File: config.mk
export PLATFORM = sky130hd
export DESIGN_NAME = slcd_top
export DESIGN_NICKNAME = d
export VERILOG_FILES = /design/src/slcd_pkg.sv /design/src/slcd_top.sv
export SDC_FILE = /design/constraint.sdc
export NUM_CORES = 1
export LEC_CHECK = 0
export BUFFER_PORTS_ARGS = -buffer_cell sky130_fd_sc_hd__buf_2
export CELL_PAD_IN_SITES_DETAIL_PLACEMENT = 0
export CELL_PAD_IN_SITES_GLOBAL_PLACEMENT = 1
export CORE_MARGIN = 2
export CORE_UTILIZATION = 49
export CTS_BUF_LIST = sky130_fd_sc_hd__clkbuf_16
export DETAILED_ROUTE_END_ITERATION = 10
export HOLD_SLACK_MARGIN = 0.08
export PLACE_DENSITY = 0.83
export SLEW_MARGIN = 15
export SYNTH_ARGS = -nofsm -noshare
export SYNTH_HDL_FRONTEND = slang
export SYNTH_SLANG_ARGS = --single-unit
File: constraint.sdc
create_clock -name core_clk_i -period 4.1 [get_ports core_clk_i]
set_clock_uncertainty 0.05 [all_clocks]
set_input_delay 0.82 -clock core_clk_i [delete_from_list [all_inputs] [get_ports core_clk_i]]
set_output_delay 0.82 -clock core_clk_i [all_outputs]
set_load 0.05 [all_outputs]
File: src/slcd_pkg.sv
// package of register map, fields and timing constants for the segment display controller
package slcd_pkg;

  // ****************************************
  // register index map (byte address = 4 * index)
  // ****************************************
  localparam logic [5:0] PIXEL_BASE_IDX   = 6'h00;
  localparam logic [5:0] SEGSEL_BASE_IDX  = 6'h18;
  localparam logic [5:0] DISP_CTRL_IDX    = 6'h1e;
  localparam logic [5:0] PRESCALE_IDX     = 6'h1f;
  localparam logic [5:0] BIAS_REF_IDX     = 6'h20;
  localparam logic [5:0] LADDER_IDX       = 6'h21;
  localparam logic [5:0] PERIPH_FLAG_IDX  = 6'h22;
  localparam logic [5:0] PERIPH_EN_IDX    = 6'h23;
  localparam logic [5:0] PERIPH_PRIO_IDX  = 6'h24;
  localparam logic [5:0] LAST_IDX         = 6'h24;

  localparam int NUM_PIXEL_REGS  = 24;
  localparam int NUM_SEGSEL_REGS = 6;
  localparam int NUM_COMMONS     = 4;
  localparam int NUM_SEGMENTS    = 48;
  localparam int SMALL_SEG_REGS  = 4;

  // ****************************************
  // field positions
  // ****************************************
  localparam int DC_ENABLE_BIT  = 7;
  localparam int DC_SLEEP_BIT   = 6;
  localparam int DC_WRITE_ERROR_FLAG_BIT    = 5;
  localparam int DC_CS_LSB      = 2;
  localparam int DC_MUX_LSB     = 0;
  localparam int PS_WFT_BIT     = 7;
  localparam int PS_BIAS_BIT    = 6;
  localparam int PS_ACTIVE_BIT  = 5;
  localparam int PS_WA_BIT      = 4;
  localparam int PS_LP_LSB      = 0;
  localparam int FRAME_IRQ_BIT  = 6;

  // writable masks; unimplemented bits read 0
  localparam logic [7:0] DC_WR_MASK  = 8'hcf;
  localparam logic [7:0] PS_WR_MASK  = 8'hcf;
  localparam logic [7:0] LAD_WR_MASK = 8'hf7;
  localparam logic [7:0] REG_RESET   = 8'h00;

  // ****************************************
  // timing: base tick of frame timing derived from core clock
  // ****************************************
  localparam int CLK_HZ        = 50_000_000;
  localparam int TICK_US       = 20;
  localparam int TICK_CYCLES   = (CLK_HZ / 1_000_000) * TICK_US;

  typedef enum logic [1:0] {
    SLCD_OKAY   = 2'h0,
    SLCD_SLVERR = 2'h2
  } slcd_resp_t;

endpackage

File: src/slcd_top.sv
// segment display controller: register file, frame timing and pin drive
//
// Contract
// software sets frame_prescale first
// software enables segment pins before display
// software sets ladder_a_interval for internal ladder
// software sets ladder A/B power levels
// software sets bias pins and ladder enable
// software sets mux, timing source, sleep
// software loads all 24 pixel registers
// software clears frame flag, optionally enables
// software sets display_enable last
// pixel reg 6c+k bit n = com c seg 8k+n
// display_control field layout, bit 4 zero
// prescale_waveform_control field layout
// bias_reference_control field layout
// resistor_ladder_control layout, bit 3 zero
// six segment enable regs, 48 pins
// small package keeps upper pixel regs as storage
// small package drops upper segment enables
// frame_irq_priority at bit 6 priority reg
// disallowed pixel write sets write_error_flag
// common_mux_select resets to 00
// segment enable overrides port direction
// frame timing runs only while enabled
//
// The implementer's own choices: the Avalon-MM interface to the registers and the register addresses.
`timescale 1ns/1ps
module slcd_top #(
  parameter bit SMALL_PKG = 1'b0
) (
  input  wire logic        core_clk_i,
  input  wire logic        nrst_i,
  input  wire logic [7:0]  avs_address_i,
  input  wire logic        avs_read_i,
  input  wire logic        avs_write_i,
  input  wire logic [31:0] avs_writedata_i,
  input  wire logic [3:0]  avs_byteenable_i,
  output logic [31:0]      avs_readdata_o,
  output logic             avs_waitrequest_o,
  output logic [1:0]       avs_response_o,
  input  wire logic        sleep_req_i,
  input  wire logic [47:0] port_dir_i,
  output logic [47:0]      seg_pin_oe_o,
  output logic [47:0]      seg_level_o,
  output logic [3:0]       com_level_o,
  output logic [3:0]       com_active_o,
  output logic             frame_irq_o,
  output logic             frame_irq_prio_o,
  output logic [2:0]       bias_pin_en_o,
  output logic             ladder_en_o
);

  // ****************************************
  // register storage
  // ****************************************
  logic [7:0] pixel_mem [slcd_pkg::NUM_PIXEL_REGS];
  logic [7:0] segsel    [slcd_pkg::NUM_SEGSEL_REGS];
  logic [7:0] display_control;
  logic [7:0] prescale_waveform_control;
  logic [7:0] bias_reference_control;
  logic [7:0] resistor_ladder_control;
  logic       frame_irq_flag;
  logic       frame_irq_enable;
  logic       frame_irq_priority;

  // pixel memory has no reset: software loads every byte before enabling

  logic [5:0] idx;
  logic       ack;
  logic       wr_go;
  logic       rd_go;
  logic       in_range;
  logic       lane_ok;
  logic       is_pixel;
  logic       is_segsel;
  logic [4:0] pix_idx;
  logic [2:0] seg_idx;
  logic       write_allowed;
  logic       display_active;
  logic       frame_event;
  logic       sleep_s1;
  logic       sleep_s2;

  assign idx      = avs_address_i[7:2];
  assign in_range = (avs_address_i[1:0] == 2'h0) && (idx <= slcd_pkg::LAST_IDX);
  assign lane_ok  = avs_byteenable_i[0];
  assign is_pixel = idx < slcd_pkg::SEGSEL_BASE_IDX;
  assign is_segsel = (idx >= slcd_pkg::SEGSEL_BASE_IDX) && (idx < slcd_pkg::DISP_CTRL_IDX);
  assign pix_idx  = idx[4:0];
  assign seg_idx  = 3'(idx - slcd_pkg::SEGSEL_BASE_IDX);

  // ****************************************
  // avalon slave: one wait state, answer on second cycle
  // ****************************************
  // waitrequest drops one cycle after request so reads come from flops
  always_ff @(posedge core_clk_i or negedge nrst_i) begin
    if (!nrst_i) begin
      ack <= 1'b0;
    end else begin
      ack <= (avs_read_i || avs_write_i) && !ack;
    end
  end

  assign avs_waitrequest_o = (avs_read_i || avs_write_i) && !ack;
  assign wr_go = avs_write_i && ack;
  assign rd_go = avs_read_i && !ack;

  always_ff @(posedge core_clk_i or negedge nrst_i) begin
    if (!nrst_i) begin
      avs_response_o <= slcd_pkg::SLCD_OKAY;
    end else if (avs_read_i || avs_write_i) begin
      avs_response_o <= in_range ? slcd_pkg::SLCD_OKAY : slcd_pkg::SLCD_SLVERR;
    end
  end

  // ****************************************
  // sleep request synchroniser
  // ****************************************
  always_ff @(posedge core_clk_i or negedge nrst_i) begin
    if (!nrst_i) begin
      sleep_s1 <= 1'b0;
      sleep_s2 <= 1'b0;
    end else begin
      sleep_s1 <= sleep_req_i;
      sleep_s2 <= sleep_s1;
    end
  end

  // ****************************************
  // pixel and segment enable registers
  // ****************************************
  // upper pixel regs stay on small package as plain storage
  always_ff @(posedge core_clk_i) begin
    if (wr_go && in_range && lane_ok && is_pixel && write_allowed) begin
      pixel_mem[pix_idx] <= avs_writedata_i[7:0];
    end
  end

  for (genvar k = 0; k < slcd_pkg::NUM_SEGSEL_REGS; k++) begin : g_segsel
    always_ff @(posedge core_clk_i or negedge nrst_i) begin
      if (!nrst_i) begin
        segsel[k] <= slcd_pkg::REG_RESET;
      end else if (SMALL_PKG && k >= slcd_pkg::SMALL_SEG_REGS) begin
        segsel[k] <= slcd_pkg::REG_RESET;
      end else if (wr_go && in_range && lane_ok && is_segsel && seg_idx == 3'(k)) begin
        segsel[k] <= avs_writedata_i[7:0];
      end
    end
  end

  // ****************************************
  // control registers
  // ****************************************
  always_ff @(posedge core_clk_i or negedge nrst_i) begin
    if (!nrst_i) begin
      display_control <= slcd_pkg::REG_RESET;
    end else begin
      if (wr_go && in_range && lane_ok && idx == slcd_pkg::DISP_CTRL_IDX) begin
        display_control <= avs_writedata_i[7:0] & slcd_pkg::DC_WR_MASK;
      end
      // pixel write while disallowed: set beats same-cycle clear
      if (wr_go && in_range && lane_ok && is_pixel && !write_allowed) begin
        display_control[slcd_pkg::DC_WRITE_ERROR_FLAG_BIT] <= 1'b1;
      end
    end
  end

  always_ff @(posedge core_clk_i or negedge nrst_i) begin
    if (!nrst_i) begin
      prescale_waveform_control <= slcd_pkg::REG_RESET;
      bias_reference_control    <= slcd_pkg::REG_RESET;
      resistor_ladder_control   <= slcd_pkg::REG_RESET;
      frame_irq_enable          <= 1'b0;
      frame_irq_priority        <= 1'b0;
    end else if (wr_go && in_range && lane_ok) begin
      unique case (idx)
        slcd_pkg::PRESCALE_IDX:
          prescale_waveform_control <= avs_writedata_i[7:0] & slcd_pkg::PS_WR_MASK;
        slcd_pkg::BIAS_REF_IDX:
          bias_reference_control <= avs_writedata_i[7:0];
        slcd_pkg::LADDER_IDX:
          resistor_ladder_control <= avs_writedata_i[7:0] & slcd_pkg::LAD_WR_MASK;
        slcd_pkg::PERIPH_EN_IDX:
          frame_irq_enable <= avs_writedata_i[slcd_pkg::FRAME_IRQ_BIT];
        slcd_pkg::PERIPH_PRIO_IDX:
          frame_irq_priority <= avs_writedata_i[slcd_pkg::FRAME_IRQ_BIT];
        default: ;
      endcase
    end
  end

  // frame flag: hardware set wins over software clear
  always_ff @(posedge core_clk_i or negedge nrst_i) begin
    if (!nrst_i) begin
      frame_irq_flag <= 1'b0;
    end else if (frame_event) begin
      frame_irq_flag <= 1'b1;
    end else if (wr_go && in_range && lane_ok && idx == slcd_pkg::PERIPH_FLAG_IDX) begin
      frame_irq_flag <= avs_writedata_i[slcd_pkg::FRAME_IRQ_BIT];
    end
  end

  // ****************************************
  // read mux
  // ****************************************
  logic [7:0] rd_byte;
  always_comb begin
    rd_byte = 8'h00;
    if (is_pixel) begin
      rd_byte = pixel_mem[pix_idx];
    end else if (is_segsel) begin
      rd_byte = segsel[seg_idx];
    end else begin
      unique case (idx)
        slcd_pkg::DISP_CTRL_IDX: rd_byte = display_control;
        slcd_pkg::PRESCALE_IDX: begin
          rd_byte = prescale_waveform_control;
          rd_byte[slcd_pkg::PS_ACTIVE_BIT] = display_active;
          rd_byte[slcd_pkg::PS_WA_BIT]     = write_allowed;
        end
        slcd_pkg::BIAS_REF_IDX:    rd_byte = bias_reference_control;
        slcd_pkg::LADDER_IDX:      rd_byte = resistor_ladder_control;
        slcd_pkg::PERIPH_FLAG_IDX: rd_byte = {1'b0, frame_irq_flag, 6'h00};
        slcd_pkg::PERIPH_EN_IDX:   rd_byte = {1'b0, frame_irq_enable, 6'h00};
        slcd_pkg::PERIPH_PRIO_IDX: rd_byte = {1'b0, frame_irq_priority, 6'h00};
        default:                   rd_byte = 8'h00;
      endcase
    end
  end

  always_ff @(posedge core_clk_i or negedge nrst_i) begin
    if (!nrst_i) begin
      avs_readdata_o <= 32'h0000_0000;
    end else if (rd_go) begin
      avs_readdata_o <= in_range ? {24'h00_0000, rd_byte} : 32'h0000_0000;
    end
  end

  // ****************************************
  // frame timing generator
  // ****************************************
  localparam int TICK_W = $clog2(slcd_pkg::TICK_CYCLES);
  logic [TICK_W-1:0] tick_cnt;
  logic              tick;
  logic [3:0]        pre_cnt;
  logic [1:0]        com_idx;
  logic              phase;
  logic              run;
  logic [1:0]        last_com;

  assign last_com = display_control[slcd_pkg::DC_MUX_LSB +: 2];
  // sleep with stop enabled halts the module like a cleared enable
  assign run = display_control[slcd_pkg::DC_ENABLE_BIT]
             && !(sleep_s2 && display_control[slcd_pkg::DC_SLEEP_BIT]);
  assign display_active = run;
  // type-b multiplexed allows writes only in the slot after frame event
  logic wr_window;
  assign write_allowed = !run || !prescale_waveform_control[slcd_pkg::PS_WFT_BIT]
                       || last_com == 2'h0 || wr_window;

  always_ff @(posedge core_clk_i or negedge nrst_i) begin
    if (!nrst_i) begin
      tick_cnt <= '0;
      tick     <= 1'b0;
    end else if (!run) begin
      tick_cnt <= '0;
      tick     <= 1'b0;
    end else if (tick_cnt == TICK_W'(slcd_pkg::TICK_CYCLES - 1)) begin
      tick_cnt <= '0;
      tick     <= 1'b1;
    end else begin
      tick_cnt <= tick_cnt + 1'b1;
      tick     <= 1'b0;
    end
  end

  always_ff @(posedge core_clk_i or negedge nrst_i) begin
    if (!nrst_i) begin
      pre_cnt     <= 4'h0;
      com_idx     <= 2'h0;
      phase       <= 1'b0;
      frame_event <= 1'b0;
      wr_window   <= 1'b0;
    end else if (!run) begin
      pre_cnt     <= 4'h0;
      com_idx     <= 2'h0;
      phase       <= 1'b0;
      frame_event <= 1'b0;
      wr_window   <= 1'b0;
    end else begin
      frame_event <= 1'b0;
      if (tick) begin
        if (pre_cnt == prescale_waveform_control[slcd_pkg::PS_LP_LSB +: 4]) begin
          pre_cnt   <= 4'h0;
          wr_window <= 1'b0;
          if (com_idx == last_com) begin
            com_idx <= 2'h0;
            phase   <= !phase;
            frame_event <= prescale_waveform_control[slcd_pkg::PS_WFT_BIT]
                         && last_com != 2'h0 && phase;
            wr_window <= prescale_waveform_control[slcd_pkg::PS_WFT_BIT] && phase;
          end else begin
            com_idx <= com_idx + 2'h1;
          end
        end else begin
          pre_cnt <= pre_cnt + 4'h1;
        end
      end
    end
  end

  // ****************************************
  // pin drive
  // ****************************************
  logic [7:0] pixel_row [slcd_pkg::NUM_SEGSEL_REGS];
  for (genvar k = 0; k < slcd_pkg::NUM_SEGSEL_REGS; k++) begin : g_pins
    assign pixel_row[k] = pixel_mem[5'(6 * com_idx + k)];
    always_ff @(posedge core_clk_i or negedge nrst_i) begin
      if (!nrst_i) begin
        seg_level_o[8*k +: 8] <= 8'h00;
      end else begin
        seg_level_o[8*k +: 8] <= run ? ((pixel_row[k] ^ {8{phase}}) & segsel[k]) : 8'h00;
      end
    end
    // set enable forces segment drive whatever the direction bit
    assign seg_pin_oe_o[8*k +: 8] = segsel[k] | ~port_dir_i[8*k +: 8];
  end

  always_ff @(posedge core_clk_i or negedge nrst_i) begin
    if (!nrst_i) begin
      com_level_o  <= 4'h0;
      com_active_o <= 4'h0;
    end else begin
      com_level_o  <= run ? (4'h1 << com_idx) ^ {4{phase}} : 4'h0;
      com_active_o <= run ? 4'((5'h2 << last_com) - 5'h1) : 4'h0;
    end
  end

  assign frame_irq_o      = frame_irq_flag && frame_irq_enable;
  assign frame_irq_prio_o = frame_irq_priority;
  assign bias_pin_en_o    = bias_reference_control[2:0];
  assign ladder_en_o      = bias_reference_control[7];

  // ****************************************
  // checks
  // ****************************************
  write_error_flag_set_a: assert property (@(posedge core_clk_i) disable iff (!nrst_i)
    wr_go && in_range && lane_ok && is_pixel && !write_allowed
    |=> display_control[slcd_pkg::DC_WRITE_ERROR_FLAG_BIT])
    else $error("write error flag not set");

  halt_off_a: assert property (@(posedge core_clk_i) disable iff (!nrst_i)
    !run |=> (seg_level_o == 48'h0 && com_level_o == 4'h0))
    else $error("pins driven while display disabled");

  unimp_zero_a: assert property (@(posedge core_clk_i) disable iff (!nrst_i)
    display_control[4] == 1'b0 && resistor_ladder_control[3] == 1'b0)
    else $error("unimplemented bit set");

  oe_override_a: assert property (@(posedge core_clk_i) disable iff (!nrst_i)
    (seg_pin_oe_o & {segsel[5], segsel[4], segsel[3], segsel[2], segsel[1], segsel[0]})
    == {segsel[5], segsel[4], segsel[3], segsel[2], segsel[1], segsel[0]})
    else $error("segment enable did not override direction");

  small_pkg_a: assert property (@(posedge core_clk_i) disable iff (!nrst_i)
    SMALL_PKG |-> segsel[4] == 8'h00 && segsel[5] == 8'h00)
    else $error("upper segment enables present on small package");

  flag_set_a: assert property (@(posedge core_clk_i) disable iff (!nrst_i)
    frame_event |=> frame_irq_flag)
    else $error("frame flag lost");

endmodule

## Word-level counts from Yosys, hierarchy flattened

Memory sizes are Yosys's and may differ from the RTL's.
Index checks and enable logic that the tools add are counted.

- Bits in registers: 192
- RAM bits: 192
- Output and inout bits: 145
- Memories: 1

Memory list:

| memory | depth | bits a word | rd ports | clocked after memory_dff | write ports | line | RTL |
|---|---|---|---|---|---|---|---|
| pixel_mem | 24 | 8 | 7 | 0 | 1 | slcd_top.sv:57 | `logic [7:0] pixel_mem [slcd_pkg::NUM_PIXEL_REGS];` |

- Add/sub/neg operators: 10
- $mul: 1
- Magnitude comparators: 5
- Eq/ne operators: 18
- Shift-type cells: 2
- Muxes and demuxes: 45
- Bitwise operators: 26
- Reductions and logical operators: 48

Operator list:

| operator | number |
|---|---|
| two-way mux 8 bit | 11 |
| one-hot mux 8 bit (7 select lines) | 1 |
| AND 8 bit | 6 |
| NOT 8 bit | 6 |
| OR 8 bit | 6 |
| XOR 8 bit | 6 |
| == test 6 bit (second input constant) | 5 |
| logical AND 1 bit | 25 |
| binary-select mux 8 bit (select 3 bit) | 1 |
| two-way mux 10 bit | 2 |
| two-way mux 4 bit | 5 |
| two-way mux 1 bit | 19 |
| == test 6 x 5 -> 1 bit (second input constant) | 2 |
| < comparator 6 x 5 -> 1 bit (second input constant) | 2 |
| AND reduction 2 bit | 6 |
| adder 10 x 1 -> 10 bit (second input constant) | 1 |
| adder 5 x 2 -> 5 bit (second input constant) | 2 |
| adder 5 x 3 -> 5 bit (second input constant) | 2 |
| == test 10 bit (second input constant) | 1 |
| two-way mux 2 bit | 5 |
| == test 3 x 2 -> 1 bit (second input constant) | 2 |
| == test 3 bit (second input constant) | 2 |
| greater-or-equal comparator 6 x 5 -> 1 bit (second input constant) | 1 |
| less-or-equal comparator 6 bit (second input constant) | 1 |
| other kinds (23) | 35 |

## Longest topological paths before layout

- Depth in word-level cells: 11
- Depth in mapped cells: 13
- Depth with buffers taken out: 6

## Least setup slack after synthesis

Ideal clock, no wire load.

- Path kind: reg2reg
- Start: register com_idx[0]
- End: register seg_level_o[37]
- Setup time: 120 ps
- Data arrival time: 3429 ps
- Slack: 502 ps
- Cell stages (with the launch flop): 14
- Period minus slack after synthesis: 3598 ps
- Path through: dfrtp_1 -> buf_2 -> buf_4 -> buf_2 -> buf_2 -> buf_2 -> inv_1 -> ha_1 -> buf_2 -> clkbuf_1 -> buf_1 -> mux4_2 -> xor2_1 -> and3_1

- Word-level cells in the longest chain between the ends: 6

RTL lines:

| item | line | RTL |
|---|---|---|
| from (decl) | slcd_top.sv:247 | `logic [1:0] com_idx;` |
| from (signal assigned) | slcd_top.sv:304 | `com_idx <= com_idx + 2'h1;` |
| multiplier 2 x 2 -> 4 bit | slcd_top.sv:318 | `assign pixel_row[k] = pixel_mem[5'(6 * com_idx + k)];` |
| adder 5 x 3 -> 5 bit | slcd_top.sv:318 |  |
| memory (24 x 8 bit) | n/a |  |
| XOR 8 bit | slcd_top.sv:323 | `seg_level_o[8*k +: 8] <= run ? ((pixel_row[k] ^ {8{phase}}) & segsel[k]) : 8'h00;` |
| AND 8 bit | slcd_top.sv:323 |  |
| two-way mux 8 bit | slcd_top.sv:323 |  |
| to (signal, indexed assignment) | slcd_top.sv:323 |  |
| to (decl) | slcd_top.sv:45 | `output logic [47:0] seg_level_o,` |

No other way between the ends.
A chain may end at the register's enable or synchronous reset.

## Final worst setup path

- Start: register com_idx[0]
- End: register seg_level_o[16]

- Word-level cells in the longest chain between the ends: 6

RTL lines:

| item | line |
|---|---|
| multiplier 2 x 2 -> 4 bit | slcd_top.sv:318 |
| adder 5 x 2 -> 5 bit | slcd_top.sv:318 |
| memory (24 x 8 bit) | n/a |
| XOR 8 bit | slcd_top.sv:323 |
| AND 8 bit | slcd_top.sv:323 |
| two-way mux 8 bit | slcd_top.sv:323 |

No other way between the ends.

==> qor.csv <==
metric;value;unit
drt drc;0;
Cell Area, Synth;0.0191;sq mm
post-placement cell count;1904;
post-synthesis simple-gate area fraction;7.37;%
detailed placement HPWL;38.3;mm
Post-synth EDFFs;192;
initial antenna violation count;0;
xor and xnor area share after synthesis;3.11;%
num rows;72;
io pins;242;
Buf+Inv Stages, Crit Path;2;
Overall Global Routing Usage;26.7;%
crit path cell chain;inv_1 > ha_4 > buf_4 > mux4_2 > mux2i_1 > xnor2_1 > and3_1;
Core ar.;0.0386;sq mm
Avg Vias per Cell;6.33;
Synth Area per Inst;15.3;sq um
Antenna Cells;0;
worst setup margin;1.03;ns
WHS;0.303;ns
final instance area;0.0217;sq mm
I/O Buffers;189;
post-synthesis compound-gate area fraction;3.46;%
total power of the final layout;7.69;mW
Placement Cell Area;0.0206;sq mm
largest family of logic cells by synthesized area;multiplexers;
fin. max-slew vios;0;
Non-Filler Instances;1973;
Post-CTS Setup Bufs;0;
Leak Pwr;8.82;nW
dpl ws;0.714;ns
largest net degree at the start of global routing;120;
die height;201;microns
Reg area;0.00995;sq mm
1st-pass router iterations;5;
P_int;5.86;mW
Util after Layout;56.4;%
Initial Utilization;49.6;%
H-tree Lvls;2;
Clk network pwr share;43.2;%
RSZ-0062 raised after global routing;no;
prevailing post-synth register cell;edfxtp_1;
Die Area;0.0406;sq mm
First DRT Iteration DRCs;1506;
Worst Max-Slew Pin Slew;1.11;ns
synthesized-area fraction occupied by adder cells;0.589;%
Area Overhead vs Synth;13.8;%
CP max-delay cell;ha_4;
post-synthesis async set-or-reset flop share;46.5;%
Gates resized, CTS repair;0;
Final ANT Viol Nets;0;
Reg power frac;49.8;%
clk sinks;359;
crit-path max FO;23;
clock-pin transition on the worst setup and hold timing paths;0.06;ns
CP Capture Type;register;
Yosys cell types;62;
crit share post-route;74.8;%
Worst path top cell family by delay;multiplexers;
Final Hold Vio Count;0;
clock latency at the later pin of the worst-skew pair;0.54;ns
grt ovf;0;
Fill cells;3064;
Post-CTS Hold Fix Bufs;0;
Max-Cap Viols;0;
#FFs+latches synth;359;
outcome;finished clean;
combinational fraction of design power;6.9;%
Die Wd;201;microns
RePlAce Congestion;0.870;
routed wire length;53.7;mm
post-synthesis cell count;1252;
worst stage delay on the critical path;0.62;ns
type of the worst setup path;register to register;
register area share after synthesis;52.0;%
first-pass GRT wire length;81.1;mm
layout cells sized above 1;39.8;%
TritonCTS Buffers;39;
DR WL/cell;27.2;microns
Worst VDD drop;0.234;mV
WP data arrival;3.44;ns
nets;1533;
Sw Ratio;23.8;%
Final setup viols;0;
CTS tree;yes;
vias in the first global route;12234;
CTS Root Cell;clkbuf_16;
setup TNS;0;ns
clk buf depth;3;
multi-input logic area;0.00859;sq mm
Crit path required time;4.47;ns
minimum clock period;3.07;ns
CP Launch Type;register;
Vias;12494;
multiplexer share of the synthesized area;29.9;%
P per Cell Area;354;mW/mm^2
switching power total;1.83;mW
hold crit path type;input port to asynchronous set/reset pin;
fmax;326;MHz
Synth warnings;0;
slew margin rel.;25.7;%
[synth_stat cells, types with 10 or more instances]
cell	number	area [sq um]
xor2_1	41	359
nand2b_1	56	350
xnor2_1	25	219
o22ai_1	18	113
o21ai_0	12	60.1
mux2_2	106	1190
and3_1	59	369
mux4_2	177	3990
buf_2	27	135
buf_4	33	248
dfrtp_1	167	4180
nor3_1	11	55.1
buf_1	20	75.1
nand2_1	21	78.8
nor2_1	64	240
a21oi_1	10	50.1
edfxtp_1	192	5770
clkbuf_1	36	135
nand3_1	12	60.1
mux2i_1	44	440
[routing by layer]
metal  global-route usage [%]  share of wire (%)  vias to the layer above
li1                         -                  -                     5200
met5                        0                  0                        -
met4                     6.38                2.2                        0
met1                     39.2                 41                     6417
met2                     42.1                 47                      798
met3                     4.73                9.9                       79
[registers in the layout, indices dropped and copies added, names as in the netlist]
name and count:
segsel 48, frame_event 1, avs_readdata_o 8, ack 1
com_level_o 4, prescale_waveform_control 6, resistor_ladder_control 7, tick 1
pixel_mem 192, tick_cnt 10, frame_irq_prio_o 1, sleep_s1 1
pre_cnt 4, display_control 7, avs_response_o 1, frame_irq_flag 1
com_active_o 4, frame_irq_enable 1, wr_window 1, bias_reference_control 8
com_idx 2, phase 1, sleep_s2 1, seg_level_o 48
[layout by cell type (no fill, tap or decap), types with 39 or more instances in the layout]
master	Yosys	final
edfxtp_1	192	192
buf_2	27	186
mux4_2	177	177
dfrtp_1	167	165
mux2_2	106	106
nor2_1	64	64
and3_1	59	59
nand2b_1	56	56
mux2i_1	44	44
clkbuf_16	0	42
xor2_1	41	41
buf_4	33	39
[cell families (layout without fill, tap and decap cells)]
group / after synthesis / after routing
buffers and inverters: 128 / 307
XOR/XNOR: 67 / 67
adder cells (fa/ha/maj): 9 / 9
other: 1 / 25
AO/OA/AOI/OAI: 95 / 95
multiplexers: 335 / 335
AND/OR/NAND/NOR: 258 / 258
flip-flops: 359 / 359
[power by group through the flow]
stage	registers [mW]	clock network (mW)	logic, mW
6_report	3.83	3.33	0.534
5_1_grt	3.83	3.49	0.564
4_1_cts	3.83	3.36	0.534
3_5_place_dp	3.90	0	0.532
3_3_place_gp	3.90	0	0.527
2_1_floorplan	3.92	0	0.341
[worst paths after layout]
path                                                     endpoint                   start  depth (start not counted)  slack (ns)
max in group asynchronous               seg_level_o[16]$_DFF_PN0_                  nrst_i                          2        2.77
hold / removal             resistor_ladder_control[0]$_DFFE_PN0P_                  nrst_i                          1        0.30
setup / recovery                        seg_level_o[16]$_DFF_PN0_  com_idx[0]$_DFFE_PN0P_                          7        1.03
setup reg to reg                        seg_level_o[16]$_DFF_PN0_  com_idx[0]$_DFFE_PN0P_                          7        1.03
hold reg to reg                                sleep_s2$_DFF_PN0_      sleep_s1$_DFF_PN0_                          0        0.30
min in group core_clk_i                        sleep_s2$_DFF_PN0_      sleep_s1$_DFF_PN0_                          0        0.30
[final cells by class]
class | instances | share of cell area, %
inverters | 7 | 0.121
well taps | 518 | 2.98
clock buffers | 42 | 4.83
flip-flops and latches | 359 | 45.8
multi-input cells | 789 | 39.5
clock inverters | 27 | 0.656
repair buffers | 231 | 6.14
(Power assumes the default switching activity.)
